<file path="src/logic/ubcs_params.svh">
// constants for the user break condition sequencer
// assumes inclusion by the package and the top module
`ifndef UBCS_PARAMS_SVH
`define UBCS_PARAMS_SVH
`define UBCS_NCH          4
`define UBCS_CH_A         3'h0
`define UBCS_CH_B         3'h1
`define UBCS_CH_C         3'h2
`define UBCS_CH_D         3'h3
`define UBCS_BC_MST_CPU   7
`define UBCS_BC_MST_DMA   6
`define UBCS_BC_DAT       5
`define UBCS_BC_FET       4
`define UBCS_BC_WR        3
`define UBCS_BC_RD        2
`define UBCS_BC_SZ_HI     1
`define UBCS_BC_SZ_LO     0
`define UBCS_SZ_NONE      2'h0
`define UBCS_SZ_BYTE      2'h1
`define UBCS_SZ_WORD      2'h2
`define UBCS_SZ_LONG      2'h3
`define UBCS_IGN_LONG     32'h0000_0003
`define UBCS_IGN_WORD     32'h0000_0001
`define UBCS_IGN_BYTE     32'h0000_0000
`define UBCS_DMASK_LONG   32'hffff_ffff
`define UBCS_DMASK_LOW    32'h0000_ffff
`define UBCS_IRQ_LEVEL    4'hf
`define UBCS_STAGE_RST    2'h0
`define UBCS_CNT_RST      16'h0000
`define UBCS_PC_RST       32'h0000_0000
`endif

</file>
<file path="src/logic/ubcs_pkg.sv">
// types for the user break condition sequencer
// assumes the params header is on the include path
`include "ubcs_params.svh"
package ubcs_pkg;
    typedef enum logic [1:0] {
        SEQ_INDEP,
        SEQ_C_D,
        SEQ_B_C_D,
        SEQ_A_B_C_D
    } ubcs_seq_t;
    typedef enum logic {
        PEND_IDLE,
        PEND_WAIT
    } ubcs_pend_t;
    typedef logic [3:0][31:0] ubcs_word4_t;
    typedef logic [3:0][7:0]  ubcs_cond4_t;
endpackage

</file>
<file path="src/logic/ubcs_top.sv">
// user break channel match, sequencing and break request timing
// assumes all inputs synchronous to MCLK; INSN_VALID marks an instruction
// confirmed for execution, sampled once per instruction
`timescale 1ns/100ps
`include "ubcs_params.svh"

// Function
// - data channels need address and data match; on the main bus, data only once a size is set
// - word or byte ignores upper data halfword
// - pre-execution break saves matched instruction address
// - pre-execution defers past interrupt-inhibited slots
// - post-execution break saves following instruction address
// - post-execution defers past interrupt-inhibited instructions
// - data break lands before next accepting instruction
// - X/Y bus conditions only on C and D
// - xy enable redirects compare to X/Y bus
// - X uses upper halves, Y lower halves
// - mode 01 breaks on C then D
// - C and D together count C first
// - mode 10 breaks on B, C, D order
// - B and C together count B first
// - mode 11 breaks on A, B, C, D order
// - A and B together count A first
// - joint match with pre-exec later channel advances both
// - exec counts apply in sequence on C, D
// - request at level 15 held until accepted
// - match flags sticky, cleared only by software
// - zero master, fetch/data or read/write field disables a channel
module ubcs_top #(
    parameter int CNT_W = 16
) (
    input  wire logic                  MCLK,
    input  wire logic                  RST_B,
    input  wire logic                  INSN_VALID,
    input  wire logic [31:0]           INSN_PC,
    input  wire logic                  INSN_INT_OK,
    input  wire logic                  BUS_VALID,
    input  wire logic                  BUS_DMAC,
    input  wire logic                  BUS_WRITE,
    input  wire logic [1:0]            BUS_SIZE,
    input  wire logic [31:0]           BUS_ADDR,
    input  wire logic [31:0]           BUS_DATA,
    input  wire logic                  X_VALID,
    input  wire logic                  X_WRITE,
    input  wire logic [15:0]           X_ADDR,
    input  wire logic [15:0]           X_DATA,
    input  wire logic                  Y_VALID,
    input  wire logic                  Y_WRITE,
    input  wire logic [15:0]           Y_ADDR,
    input  wire logic [15:0]           Y_DATA,
    input  wire ubcs_pkg::ubcs_word4_t CHAN_BREAK_ADDR,
    input  wire ubcs_pkg::ubcs_word4_t CHAN_BREAK_ADDR_MASK,
    input  wire ubcs_pkg::ubcs_cond4_t CHAN_BUS_CYCLE_COND,
    input  wire logic [3:0]            PRE_POST_EXEC_SELECT,
    input  wire logic [31:0]           CHAN_C_BREAK_DATA,
    input  wire logic [31:0]           CHAN_C_BREAK_DATA_MASK,
    input  wire logic [31:0]           CHAN_D_BREAK_DATA,
    input  wire logic [31:0]           CHAN_D_BREAK_DATA_MASK,
    input  wire logic                  CHAN_C_XY_BUS_ENABLE,
    input  wire logic                  CHAN_D_XY_BUS_ENABLE,
    input  wire logic                  CHAN_C_XY_SELECT,
    input  wire logic                  CHAN_D_XY_SELECT,
    input  wire logic                  CHAN_C_EXEC_COUNT_ENABLE,
    input  wire logic                  CHAN_D_EXEC_COUNT_ENABLE,
    input  wire logic [CNT_W-1:0]      CHAN_C_EXEC_COUNT,
    input  wire logic [CNT_W-1:0]      CHAN_D_EXEC_COUNT,
    input  wire logic                  SEQUENCE_SELECT_HI,
    input  wire logic                  SEQUENCE_SELECT_LO,
    input  wire logic [3:0]            MATCH_FLAG_CLEAR,
    input  wire logic                  BRK_ACK,
    output logic [3:0]                 MATCH_FLAG,
    output logic                       BRK_REQ,
    output logic [3:0]                 BRK_LEVEL,
    output logic [31:0]                BRK_PC
);
    import ubcs_pkg::*;

    // bus cycle qualifier and masked address compare
    function automatic logic cyc_hit(
        input logic [7:0]  cond,
        input logic [31:0] baddr,
        input logic [31:0] bmask,
        input logic        is_dma,
        input logic        is_fetch,
        input logic        is_wr,
        input logic [1:0]  sz,
        input logic [31:0] addr
    );
        logic        m_ok;
        logic        f_ok;
        logic        w_ok;
        logic        s_ok;
        logic [1:0]  csz;
        logic [31:0] ign;
        csz  = cond[`UBCS_BC_SZ_HI:`UBCS_BC_SZ_LO];
        m_ok = is_dma ? cond[`UBCS_BC_MST_DMA] : cond[`UBCS_BC_MST_CPU];
        f_ok = is_fetch ? cond[`UBCS_BC_FET] : cond[`UBCS_BC_DAT];
        w_ok = is_wr ? cond[`UBCS_BC_WR] : cond[`UBCS_BC_RD];
        s_ok = (csz == `UBCS_SZ_NONE) || (csz == sz);
        case (sz)
            `UBCS_SZ_LONG: ign = `UBCS_IGN_LONG;
            `UBCS_SZ_WORD: ign = `UBCS_IGN_WORD;
            default:       ign = `UBCS_IGN_BYTE;
        endcase
        // a zero master, fetch/data or read/write field leaves its qualifier bit low
        cyc_hit = m_ok && f_ok && w_ok && s_ok &&
                  (((addr ^ baddr) & ~(bmask | ign)) == 32'h0000_0000);
    endfunction

    // data compare, active only once a size is chosen
    function automatic logic dat_hit(
        input logic [7:0]  cond,
        input logic [31:0] bdat,
        input logic [31:0] bdmask,
        input logic [31:0] dat
    );
        logic [1:0]  csz;
        logic [31:0] use_m;
        csz = cond[`UBCS_BC_SZ_HI:`UBCS_BC_SZ_LO];
        // upper halfword dropped for word and byte
        use_m = (csz == `UBCS_SZ_LONG) ? `UBCS_DMASK_LONG
                                       : `UBCS_DMASK_LOW;
        dat_hit = (csz == `UBCS_SZ_NONE) ||
                  (((dat ^ bdat) & ~bdmask & use_m) == 32'h0000_0000);
    endfunction

    // one X or Y half compare: addr, mask, data, data mask halves
    function automatic logic half_hit(
        input logic [15:0] ba,
        input logic [15:0] bam,
        input logic [15:0] bd,
        input logic [15:0] bdm,
        input logic [15:0] a,
        input logic [15:0] d
    );
        half_hit = (((a ^ ba) & ~bam) == 16'h0000) &&
                   (((d ^ bd) & ~bdm) == 16'h0000);
    endfunction

    logic [3:0]       match_flag_reg;
    logic [3:0]       match_flag_next;
    logic             brk_req_reg;
    logic             brk_req_next;
    logic [3:0]       brk_level_reg;
    logic [31:0]      brk_pc_reg;
    logic [31:0]      brk_pc_next;
    logic [1:0]       stage_reg;
    logic [1:0]       stage_next;
    ubcs_pend_t       pend_reg;
    ubcs_pend_t       pend_next;
    logic [CNT_W-1:0] cnt_c_reg;
    logic [CNT_W-1:0] cnt_c_next;
    logic [CNT_W-1:0] cnt_d_reg;
    logic [CNT_W-1:0] cnt_d_next;
    logic [3:0]       raw_hit;
    logic [3:0]       raw_pre;
    logic [3:0]       eff_hit;
    logic [3:0]       eff_pre;
    ubcs_seq_t        seq_mode;

    assign seq_mode = ubcs_seq_t'({SEQUENCE_SELECT_HI, SEQUENCE_SELECT_LO});

    // raw channel hits
    always_comb begin
        logic        xy_en;
        logic        xy_sel;
        logic        f_hit;
        logic        b_hit;
        logic        xy_hit;
        logic [31:0] bd;
        logic [31:0] bdm;
        logic [7:0]  cnd;
        xy_en  = 1'b0;
        xy_sel = 1'b0;
        f_hit  = 1'b0;
        b_hit  = 1'b0;
        xy_hit = 1'b0;
        bd     = 32'h0000_0000;
        bdm    = 32'h0000_0000;
        cnd    = 8'h00;
        raw_hit = 4'h0;
        raw_pre = 4'h0;
        for (int i = 0; i < `UBCS_NCH; i++) begin
            cnd = CHAN_BUS_CYCLE_COND[i];
            // X/Y steering exists only on C and D
            xy_en  = (i == 2) ? CHAN_C_XY_BUS_ENABLE :
                     (i == 3) ? CHAN_D_XY_BUS_ENABLE : 1'b0;
            xy_sel = (i == 2) ? CHAN_C_XY_SELECT : CHAN_D_XY_SELECT;
            bd     = (i == 2) ? CHAN_C_BREAK_DATA : CHAN_D_BREAK_DATA;
            bdm    = (i == 2) ? CHAN_C_BREAK_DATA_MASK
                              : CHAN_D_BREAK_DATA_MASK;
            f_hit = INSN_VALID && !xy_en &&
                    cyc_hit(cnd, CHAN_BREAK_ADDR[i], CHAN_BREAK_ADDR_MASK[i],
                            1'b0, 1'b1, 1'b0, `UBCS_SZ_WORD, INSN_PC);
            b_hit = BUS_VALID && !xy_en &&
                    cyc_hit(cnd, CHAN_BREAK_ADDR[i], CHAN_BREAK_ADDR_MASK[i],
                            BUS_DMAC, 1'b0, BUS_WRITE, BUS_SIZE, BUS_ADDR);
            // data qualifies only C and D
            if (i >= 2) begin
                b_hit = b_hit && dat_hit(cnd, bd, bdm, BUS_DATA);
            end
            // X/Y cycles: cpu data word, compared on one half
            if (xy_en && !xy_sel) begin
                xy_hit = X_VALID &&
                    cyc_hit(cnd, 32'h0000_0000, 32'h0000_0000, 1'b0,
                            1'b0, X_WRITE, `UBCS_SZ_WORD, 32'h0000_0000) &&
                    half_hit(CHAN_BREAK_ADDR[i][31:16],
                             CHAN_BREAK_ADDR_MASK[i][31:16],
                             bd[31:16], bdm[31:16], X_ADDR, X_DATA);
            end else if (xy_en) begin
                xy_hit = Y_VALID &&
                    cyc_hit(cnd, 32'h0000_0000, 32'h0000_0000, 1'b0,
                            1'b0, Y_WRITE, `UBCS_SZ_WORD, 32'h0000_0000) &&
                    half_hit(CHAN_BREAK_ADDR[i][15:0],
                             CHAN_BREAK_ADDR_MASK[i][15:0],
                             bd[15:0], bdm[15:0], Y_ADDR, Y_DATA);
            end else begin
                xy_hit = 1'b0;
            end
            raw_hit[i] = f_hit || b_hit || xy_hit;
            raw_pre[i] = f_hit && !PRE_POST_EXEC_SELECT[i];
        end
    end

    // execution counts on C and D
    always_comb begin
        eff_hit    = raw_hit;
        eff_pre    = raw_pre;
        cnt_c_next = cnt_c_reg;
        cnt_d_next = cnt_d_reg;
        if (CHAN_C_EXEC_COUNT_ENABLE && raw_hit[2]) begin
            if (cnt_c_reg + 1'b1 >= CHAN_C_EXEC_COUNT) begin
                cnt_c_next = `UBCS_CNT_RST;
            end else begin
                cnt_c_next = cnt_c_reg + 1'b1;
                eff_hit[2] = 1'b0;
                eff_pre[2] = 1'b0;
            end
        end
        if (CHAN_D_EXEC_COUNT_ENABLE && raw_hit[3]) begin
            if (cnt_d_reg + 1'b1 >= CHAN_D_EXEC_COUNT) begin
                cnt_d_next = `UBCS_CNT_RST;
            end else begin
                cnt_d_next = cnt_d_reg + 1'b1;
                eff_hit[3] = 1'b0;
                eff_pre[3] = 1'b0;
            end
        end
    end

    // sequencing, flags and break request
    always_comb begin
        logic [2:0] first;
        logic [2:0] e;
        logic       brk;
        logic       brk_pre;
        first   = `UBCS_CH_D;
        e       = 3'h0;
        brk     = 1'b0;
        brk_pre = 1'b0;
        stage_next = stage_reg;
        // set wins over software clear
        match_flag_next = match_flag_reg & ~MATCH_FLAG_CLEAR;
        case (seq_mode)
            SEQ_C_D:     first = `UBCS_CH_C;
            SEQ_B_C_D:   first = `UBCS_CH_B;
            SEQ_A_B_C_D: first = `UBCS_CH_A;
            default:     first = `UBCS_CH_D;
        endcase
        // channels ahead of the chain break alone
        for (int i = 0; i < `UBCS_NCH; i++) begin
            if (i < first && eff_hit[i]) begin
                match_flag_next[i] = 1'b1;
                brk                = 1'b1;
                brk_pre            = brk_pre || eff_pre[i];
            end
        end
        if (seq_mode == SEQ_INDEP) begin
            stage_next = `UBCS_STAGE_RST;
            if (eff_hit[3]) begin
                match_flag_next[3] = 1'b1;
                brk                = 1'b1;
                brk_pre            = brk_pre || eff_pre[3];
            end
        end else begin
            e = first + {1'b0, stage_reg};
            // the waiting step wins a joint match
            if (eff_hit[e[1:0]]) begin
                match_flag_next[e[1:0]] = 1'b1;
                if (e == `UBCS_CH_D) begin
                    brk        = 1'b1;
                    brk_pre    = brk_pre || eff_pre[3];
                    stage_next = `UBCS_STAGE_RST;
                end else if (eff_hit[e[1:0] + 2'h1] &&
                             eff_pre[e[1:0] + 2'h1]) begin
                    match_flag_next[e[1:0] + 2'h1] = 1'b1;
                    if (e + 3'h1 == `UBCS_CH_D) begin
                        brk        = 1'b1;
                        brk_pre    = 1'b1;
                        stage_next = `UBCS_STAGE_RST;
                    end else begin
                        stage_next = stage_reg + 2'h2;
                    end
                end else begin
                    stage_next = stage_reg + 2'h1;
                end
            end
        end
        // break timing and saved pc
        brk_req_next = brk_req_reg && !BRK_ACK;
        brk_pc_next  = brk_pc_reg;
        pend_next    = pend_reg;
        // a request already pending keeps its pc; the new hit waits
        if (brk && brk_pre && INSN_INT_OK && !brk_req_reg) begin
            // matched instruction held back, its own pc kept
            brk_req_next = 1'b1;
            brk_pc_next  = INSN_PC;
            pend_next    = PEND_IDLE;
        end else if (pend_reg == PEND_WAIT && INSN_VALID &&
                     INSN_INT_OK && !brk_req_reg) begin
            // first accepting instruction after the hit
            brk_req_next = 1'b1;
            brk_pc_next  = INSN_PC;
            pend_next    = brk ? PEND_WAIT : PEND_IDLE;
        end else if (brk) begin
            pend_next = PEND_WAIT;
        end
    end

    always_ff @(posedge MCLK or negedge RST_B) begin
        if (!RST_B) begin
            match_flag_reg <= 4'h0;
            brk_req_reg    <= 1'b0;
            brk_level_reg  <= `UBCS_IRQ_LEVEL;
            brk_pc_reg     <= `UBCS_PC_RST;
            stage_reg      <= `UBCS_STAGE_RST;
            pend_reg       <= PEND_IDLE;
            cnt_c_reg      <= `UBCS_CNT_RST;
            cnt_d_reg      <= `UBCS_CNT_RST;
        end else begin
            match_flag_reg <= match_flag_next;
            brk_req_reg    <= brk_req_next;
            brk_level_reg  <= `UBCS_IRQ_LEVEL;
            brk_pc_reg     <= brk_pc_next;
            stage_reg      <= stage_next;
            pend_reg       <= pend_next;
            cnt_c_reg      <= cnt_c_next;
            cnt_d_reg      <= cnt_d_next;
        end
    end

    assign MATCH_FLAG = match_flag_reg;
    assign BRK_REQ    = brk_req_reg;
    assign BRK_LEVEL  = brk_level_reg;
    assign BRK_PC     = brk_pc_reg;
endmodule // ubcs_top

</file>
<file path="config.mk">
export PLATFORM = sky130hd
export DESIGN_NAME = ubcs_top
export DESIGN_NICKNAME = d
export VERILOG_FILES = /design/src/logic/ubcs_pkg.sv /design/src/logic/ubcs_top.sv
export VERILOG_INCLUDE_DIRS = /design/src /design/src/logic
export SDC_FILE = /design/constraint.sdc
export NUM_CORES = 1
export LEC_CHECK = 0
export ABC_AREA = 1
export CORE_AREA = 2 2 264 266
export DETAILED_ROUTE_END_ITERATION = 12
export DIE_AREA = 0 0 266 268
export DONT_BUFFER_PORTS = 1
export PLACE_DENSITY_LB_ADDON = 0.3
export REMOVE_ABC_BUFFERS = 1
export SLEW_MARGIN = 0
export SYNTH_ARGS = -nofsm -noshare
export SYNTH_HDL_FRONTEND = slang
export SYNTH_SLANG_ARGS = --single-unit
</file>
<file path="constraint.sdc">
create_clock -name MCLK -period 3.8 [get_ports MCLK]
set_input_delay 0.19 -clock MCLK [delete_from_list [all_inputs] [get_ports MCLK]]
set_output_delay 0.19 -clock MCLK [all_outputs]
set_load 0.02 [all_outputs]
</file>
After elaboration in Yosys (flattened, before gate mapping)
Cells that the tools add are included.
{"block": "op_classes", "n_addsub": 7, "order_cmp": 10, "eq_ne": 17, "n_mux": 83, "bitwise": 64, "reduce_logical": 146}
{"operator": "$and A32 B32 Y32", "n": 12}
{"operator": "$logic_not A32 Y1", "n": 10}
{"operator": "$not A32 Y32", "n": 10}
{"operator": "$xor A32 B32 Y32", "n": 10}
{"operator": "$and A16 B16 Y16", "n": 8}
{"operator": "$logic_not A16 Y1", "n": 8}
{"operator": "$mux W32", "n": 4}
{"operator": "$not A16 Y16", "n": 8}
{"operator": "$xor A16 B16 Y16", "n": 8}
{"operator": "$logic_and A1 B1 Y1", "n": 90}
{"operator": "$or A32 B2 Y32", "n": 2}
{"operator": "$or A32 B32 Y32", "n": 2}
{"operator": "$mux W1", "n": 61}
{"operator": "$add A16 B1 Y16 const B", "n": 2}
{"operator": "$ge A16 B16 Y1", "n": 2}
{"operator": "$mux W16", "n": 2}
{"operator": "$eq A2 B2 Y1 const B", "n": 10}
{"operator": "$logic_or A1 B1 Y1", "n": 20}
{"operator": "$mux W4", "n": 3}
{"operator": "$logic_not A1 Y1", "n": 10}
{"operator": "$logic_not A2 Y1", "n": 5}
{"operator": "$mux W2", "n": 5}
{"operator": "$eq A2 B2 Y1", "n": 4}
{"operator": "$or A4 B4 Y4", "n": 2}
{"operator": "19 further kinds", "n": 29}
{"block": "word_totals", "regBits": 72, "elab_cells": 334}

Depth between registers and ports, before layout
{"block": "depth", "word_depth": 26, "mapped_depth": 33}

Worst setup path after synthesis
OpenSTA, ideal clock, no wires.
{"block": "synth_timing", "kind": "flip-flop to flip-flop", "startpoint": "register cnt_d_reg[0]", "endpoint": "register brk_pc_reg[14], in the netlist BRK_PC[14]", "setup_ps": 117, "arrival_ps": 3538, "t_required_ps": 3683, "path_slack_ps": 145, "path_stages_with_launch": 33, "n_path_buf": 1, "synth_period_minus_slack_ps": 3655, "cell_sequence": "dfrtp_1 -> nand3_1 -> nor3_1 -> nand2_1 -> nor2_1 -> inv_1 -> nor2_1 -> inv_1 -> nor3_1 -> inv_1 -> nor3_1 -> nand4_1 -> xor2_1 -> inv_1 -> ha_1 -> nand2_1 -> inv_1 -> nand3_1 -> nor3_1 -> nand3_1 -> nand3_1 -> o211ai_1 -> nand2_1 -> nand2_1 -> nand2_1 -> nand3_2 -> nand2_1 -> nand3_2 -> nand2_2 -> nand2_4 -> buf_4 -> nand3_1 -> nand2_1"}
{"block": "synth_via", "elab_chain_len": 15, "word_cells_on_any_way": 35, "classes_between": "1 x add/sub; 1 x order compare; 25 x mux; 8 x reduce/logical"}
{"element": "start, declared", "line": "ubcs_top.sv:153", "source": "logic [CNT_W-1:0] cnt_d_reg;"}
{"element": "start signal, assigned", "line": "ubcs_top.sv:339", "source": "cnt_d_reg <= `UBCS_CNT_RST;"}
{"element": "start signal, assigned", "line": "ubcs_top.sv:348", "source": "cnt_d_reg <= cnt_d_next;"}
{"element": "$add A16 B1 Y16 *", "line": "ubcs_top.sv:241", "source": "if (cnt_d_reg + 1'b1 >= CHAN_D_EXEC_COUNT) begin"}
{"element": "$ge A16 B16 Y1 *", "line": "ubcs_top.sv:241"}
{"element": "$mux W1", "line": "ubcs_top.sv:241"}
{"element": "$mux W1", "line": "ubcs_top.sv:240", "source": "if (CHAN_D_EXEC_COUNT_ENABLE && raw_hit[3]) begin"}
{"element": "$bmux W1 S2, or another cell as far along", "line": "ubcs_top.sv:294", "source": "end else if (eff_hit[e[1:0] + 2'h1] &&"}
{"element": "$mux W1, on equally long branches", "line": "ubcs_top.sv:294, ubcs_top.sv:272, ubcs_top.sv:295"}
{"element": "$logic_and A1 B1 Y1 or $mux W1 (tied branches)", "line": "ubcs_top.sv:294, ubcs_top.sv:297"}
{"element": "$mux W1", "line": "ubcs_top.sv:294"}
{"element": "$mux W1", "line": "ubcs_top.sv:290", "source": "if (e == `UBCS_CH_D) begin"}
{"element": "$mux W1", "line": "ubcs_top.sv:288", "source": "if (eff_hit[e[1:0]]) begin"}
{"element": "$mux W1", "line": "ubcs_top.sv:278", "source": "if (seq_mode == SEQ_INDEP) begin"}
{"element": "$logic_and A1 B1 Y1 * (3 in a row)", "line": "ubcs_top.sv:314", "source": "if (brk && brk_pre && INSN_INT_OK && !brk_req_reg) begin"}
{"element": "$mux W32 or $reduce_bool A2 Y1 (tied branches)"}
{"element": "end signal, assigned", "line": "ubcs_top.sv:335", "source": "brk_pc_reg <= `UBCS_PC_RST;"}
{"element": "end signal, assigned", "line": "ubcs_top.sv:344", "source": "brk_pc_reg <= brk_pc_next;"}
{"element": "end, declared", "line": "ubcs_top.sv:145", "source": "logic [31:0] brk_pc_reg;"}
Mark *: on every way between the ends. The rest lies on a longest branch, timed or not. The select of a mux whose other input is x is not followed.
A chain may end at the register's enable or synchronous reset.

Worst setup path after layout
{"block": "layout_timing", "startpoint": "register cnt_d_reg[0]", "endpoint": "register brk_pc_reg[28], in the netlist BRK_PC[28]"}
The elaborated chain is that of the path after synthesis.

==> metrics <==
number of synthesized register bits 72; First DRT Iteration DRCs 1796; fmax 0.253 GHz; Slew Viols, Final 0; antenna viol nets, final 0; violated checks negative setup slack; depth of the CTS H-tree 3; Synth async-reset ratio 1.00; dpl cell area 16100 sq um; grt total ovfl 0; internal reg-to-reg setup slack -0.15 ns; leakage power 0.00963 uW; Hold Fails Final Rpt 0; Initial DRT Pass Iterations 5; sequential share of the synthesized area 0.121; CP startpoint kind flip-flop; Mapped Area 14900 sq um; Wirelength per Cell 25.3 microns; Setup Crit Path Kind flip-flop to flip-flop; Root Buffer clkbuf_16; Worst path max stage delay 0.38 ns; Critical Path RT 4.10 ns; Max clock buf depth 2; CP arrival 4.25 ns; Max Cap Violations 0; setup violators final 33; initial core utilization 0.218; largest net degree at the start of global routing 73; Worst path most repeated cell nand2_1; Final Power 4460 uW; Syn Inst Count 2980; max_slew headroom 0.427; hpwl dp 88.9 mm; CP endpoint kind flip-flop; Chip Height 268 microns; Worst-Skew Late Latency 0.37 ns; routability cong. 0.999; crit path time final 3.95 ns; commonest non-fill, non-tap cell in the layout nand2_1; fin nets 3730; Mapped Avg Cell Area 4.99 sq um; vias in the first global route 17500; slew at the pin with the worst max-slew slack 0.851 ns; CTS tree yes; max FFs per register 32; fin area 17400 sq um; Max VDD drop 0.195 mV; Hold Crit Class input port to flip-flop; setup ws final -0.150 ns; share of layout cells above drive strength 1 0.0540; IO Port Bufs 0; first-pass GRT wire length 131 mm; pwr dens 256 nW/um^2; # DRC 0; Crit Path Max Fanout 10; Post-synth EDFFs 0; Row Count 96; Layout fillers 8038; status finished, violations left; TritonCTS sink count 72; RSZ-0062 raised after global routing true; Die W 266 microns; Via density 4.93; WL final 99.8 mm; TritonCTS buffer count 9; Yosys warnings 0; Worst Clk Skew 0.0109 ns; prevailing post-synth register cell dfrtp_1; antenna violations before repair 9; I/O pin cnt 679; most frequent cells in the layout nand2_1 (982), inv_1 (545), nor2_1 (347); CTS clk-pin slew, worst paths 0.07 ns; Core Area 68200 sq um; Layout area overhead 16.9%; full die area 71300 sq um; Unique masters post-synth 47; gr usage total 0.265; via count 19400; CP max-delay cell dfrtp_1; Final Cycle Share 1.04
worst paths after layout:
path	from	endpoint	cells after the start
max	cnt_d_reg[0]	BRK_PC[28]	31
min	SEQUENCE_SELECT_LO	MATCH_FLAG[0]	3
max reg2reg	cnt_d_reg[0]	BRK_PC[28]	31
min reg2reg	cnt_c_reg[15]	cnt_c_reg[15]	2
max in group asynchronous	RST_B	BRK_PC[6]	2
min in group asynchronous	RST_B	cnt_c_reg[5]	2
Yosys cell counts, drive strengths merged (2+ instances only):
| cell | count | area (sq um) |
|---|---|---|
| nand2 | 1014 | 3830 |
| a211oi | 2 | 15.0 |
| o22ai | 18 | 113 |
| inv | 548 | 2060 |
| nand4 | 82 | 513 |
| o2111ai | 4 | 35.0 |
| o31ai | 3 | 22.5 |
| o22a | 2 | 17.5 |
| nor3b | 16 | 120 |
| buf | 29 | 196 |
| a21oi | 150 | 751 |
| xor2 | 25 | 219 |
| o221ai | 2 | 17.5 |
| clkbuf | 17 | 67.6 |
| ha | 40 | 500 |
| a31oi | 4 | 31.3 |
| nor4 | 7 | 43.8 |
| nor2 | 350 | 1310 |
| o21a | 2 | 15.0 |
| o211ai | 13 | 97.6 |
| o21bai | 2 | 15.0 |
| a21o | 5 | 37.5 |
| nor3 | 57 | 295 |
| dfrtp | 72 | 1800 |
| nand3 | 300 | 1520 |
| o21ai | 171 | 860 |
| xnor2 | 22 | 193 |
| or2 | 6 | 37.5 |
| nand3b | 10 | 75.1 |
critical path: cells and delay by family, from the launching register on:
kind,cells,cell delay (ns)
AO/OA/AOI/OAI,1,0.09
XOR/XNOR,1,0.17
buffers and inverters,4,0.46
adder cells (fa/ha/maj),2,0.41
flip-flops,1,0.38
AND/OR/NAND/NOR,23,2.33
power by group:
part / internal (uW) / total (uW) / leakage (uW) / switching [uW]
Sequential: 956 / 1380 / 0.000868 / 425
Clock: 522 / 907 / 0.000145 / 385
Combinational: 822 / 2170 / 0.00862 / 1350
metal layers:
metal / up-vias / share of wire / global-route usage / routed length, microns
li1: 9552 / - / - / -
met1: 8762 / 0.38 / 0.302 / 37900
met2: 962 / 0.46 / 0.446 / 46000
met3: 144 / 0.13 / 0.118 / 12500
met4: 10 / 0.033 / 0.0776 / 3320
met5: - / 0.00064 / 0 / 64
metrics by stage:
step / setup TNS (ns) / instances / hold WS (ns) / utilization / worst slack (ns)
floorplan: -1.53 / 2937 / -0.106 / - / -0.0479
global placement: -5.55 / 3868 / -0.103 / 0.236 / -0.175
detailed placement: -8.00 / 3868 / -0.103 / 0.236 / -0.245
CTS: -0.240 / 3925 / -0.0631 / 0.248 / -0.0292
global route: -14.48 / 3939 / 0.140 / 0.255 / -0.438
finish: -3.85 / 3939 / 0.124 / 0.255 / -0.150
repair_timing:
action                                 CTS  global route
hold buffers                            38             1
setup buffers                            3             8
resized for setup                       15            75
gates cloned                             1             3
pin swaps                                1            20
setup endpoints to repair               39            40
endpoints found under the hold margin  109             1
cells by family (layout without fill, tap and decap cells):
kind of cell | count (synthesis) | after routing | share of synthesized area
DFF | 72 | 72 | 0.121
xor gates and xnor gates | 47 | 47 | 0.0277
other | 1 | 6 | 0.000252
adders and majority gates | 41 | 41 | 0.0350
buffers and inverters | 595 | 667 | 0.156
AOI/OAI and AO/OA | 380 | 380 | 0.138
and+or+nand+nor | 1844 | 1844 | 0.522
final cells by class:
cell class | instances | area [sq um] | area share
diodes | 2 | 5.00 | 0.000288
clock buffers | 10 | 239 | 0.0137
clock inverters | 5 | 56.3 | 0.00324
inverters | 549 | 2060 | 0.119
multi-input cells | 2316 | 11100 | 0.641
flip-flops and latches | 72 | 1800 | 0.104
well taps | 882 | 1100 | 0.0635
repair buffers | 103 | 973 | 0.0560
Power figures use the tool's default switching activity.
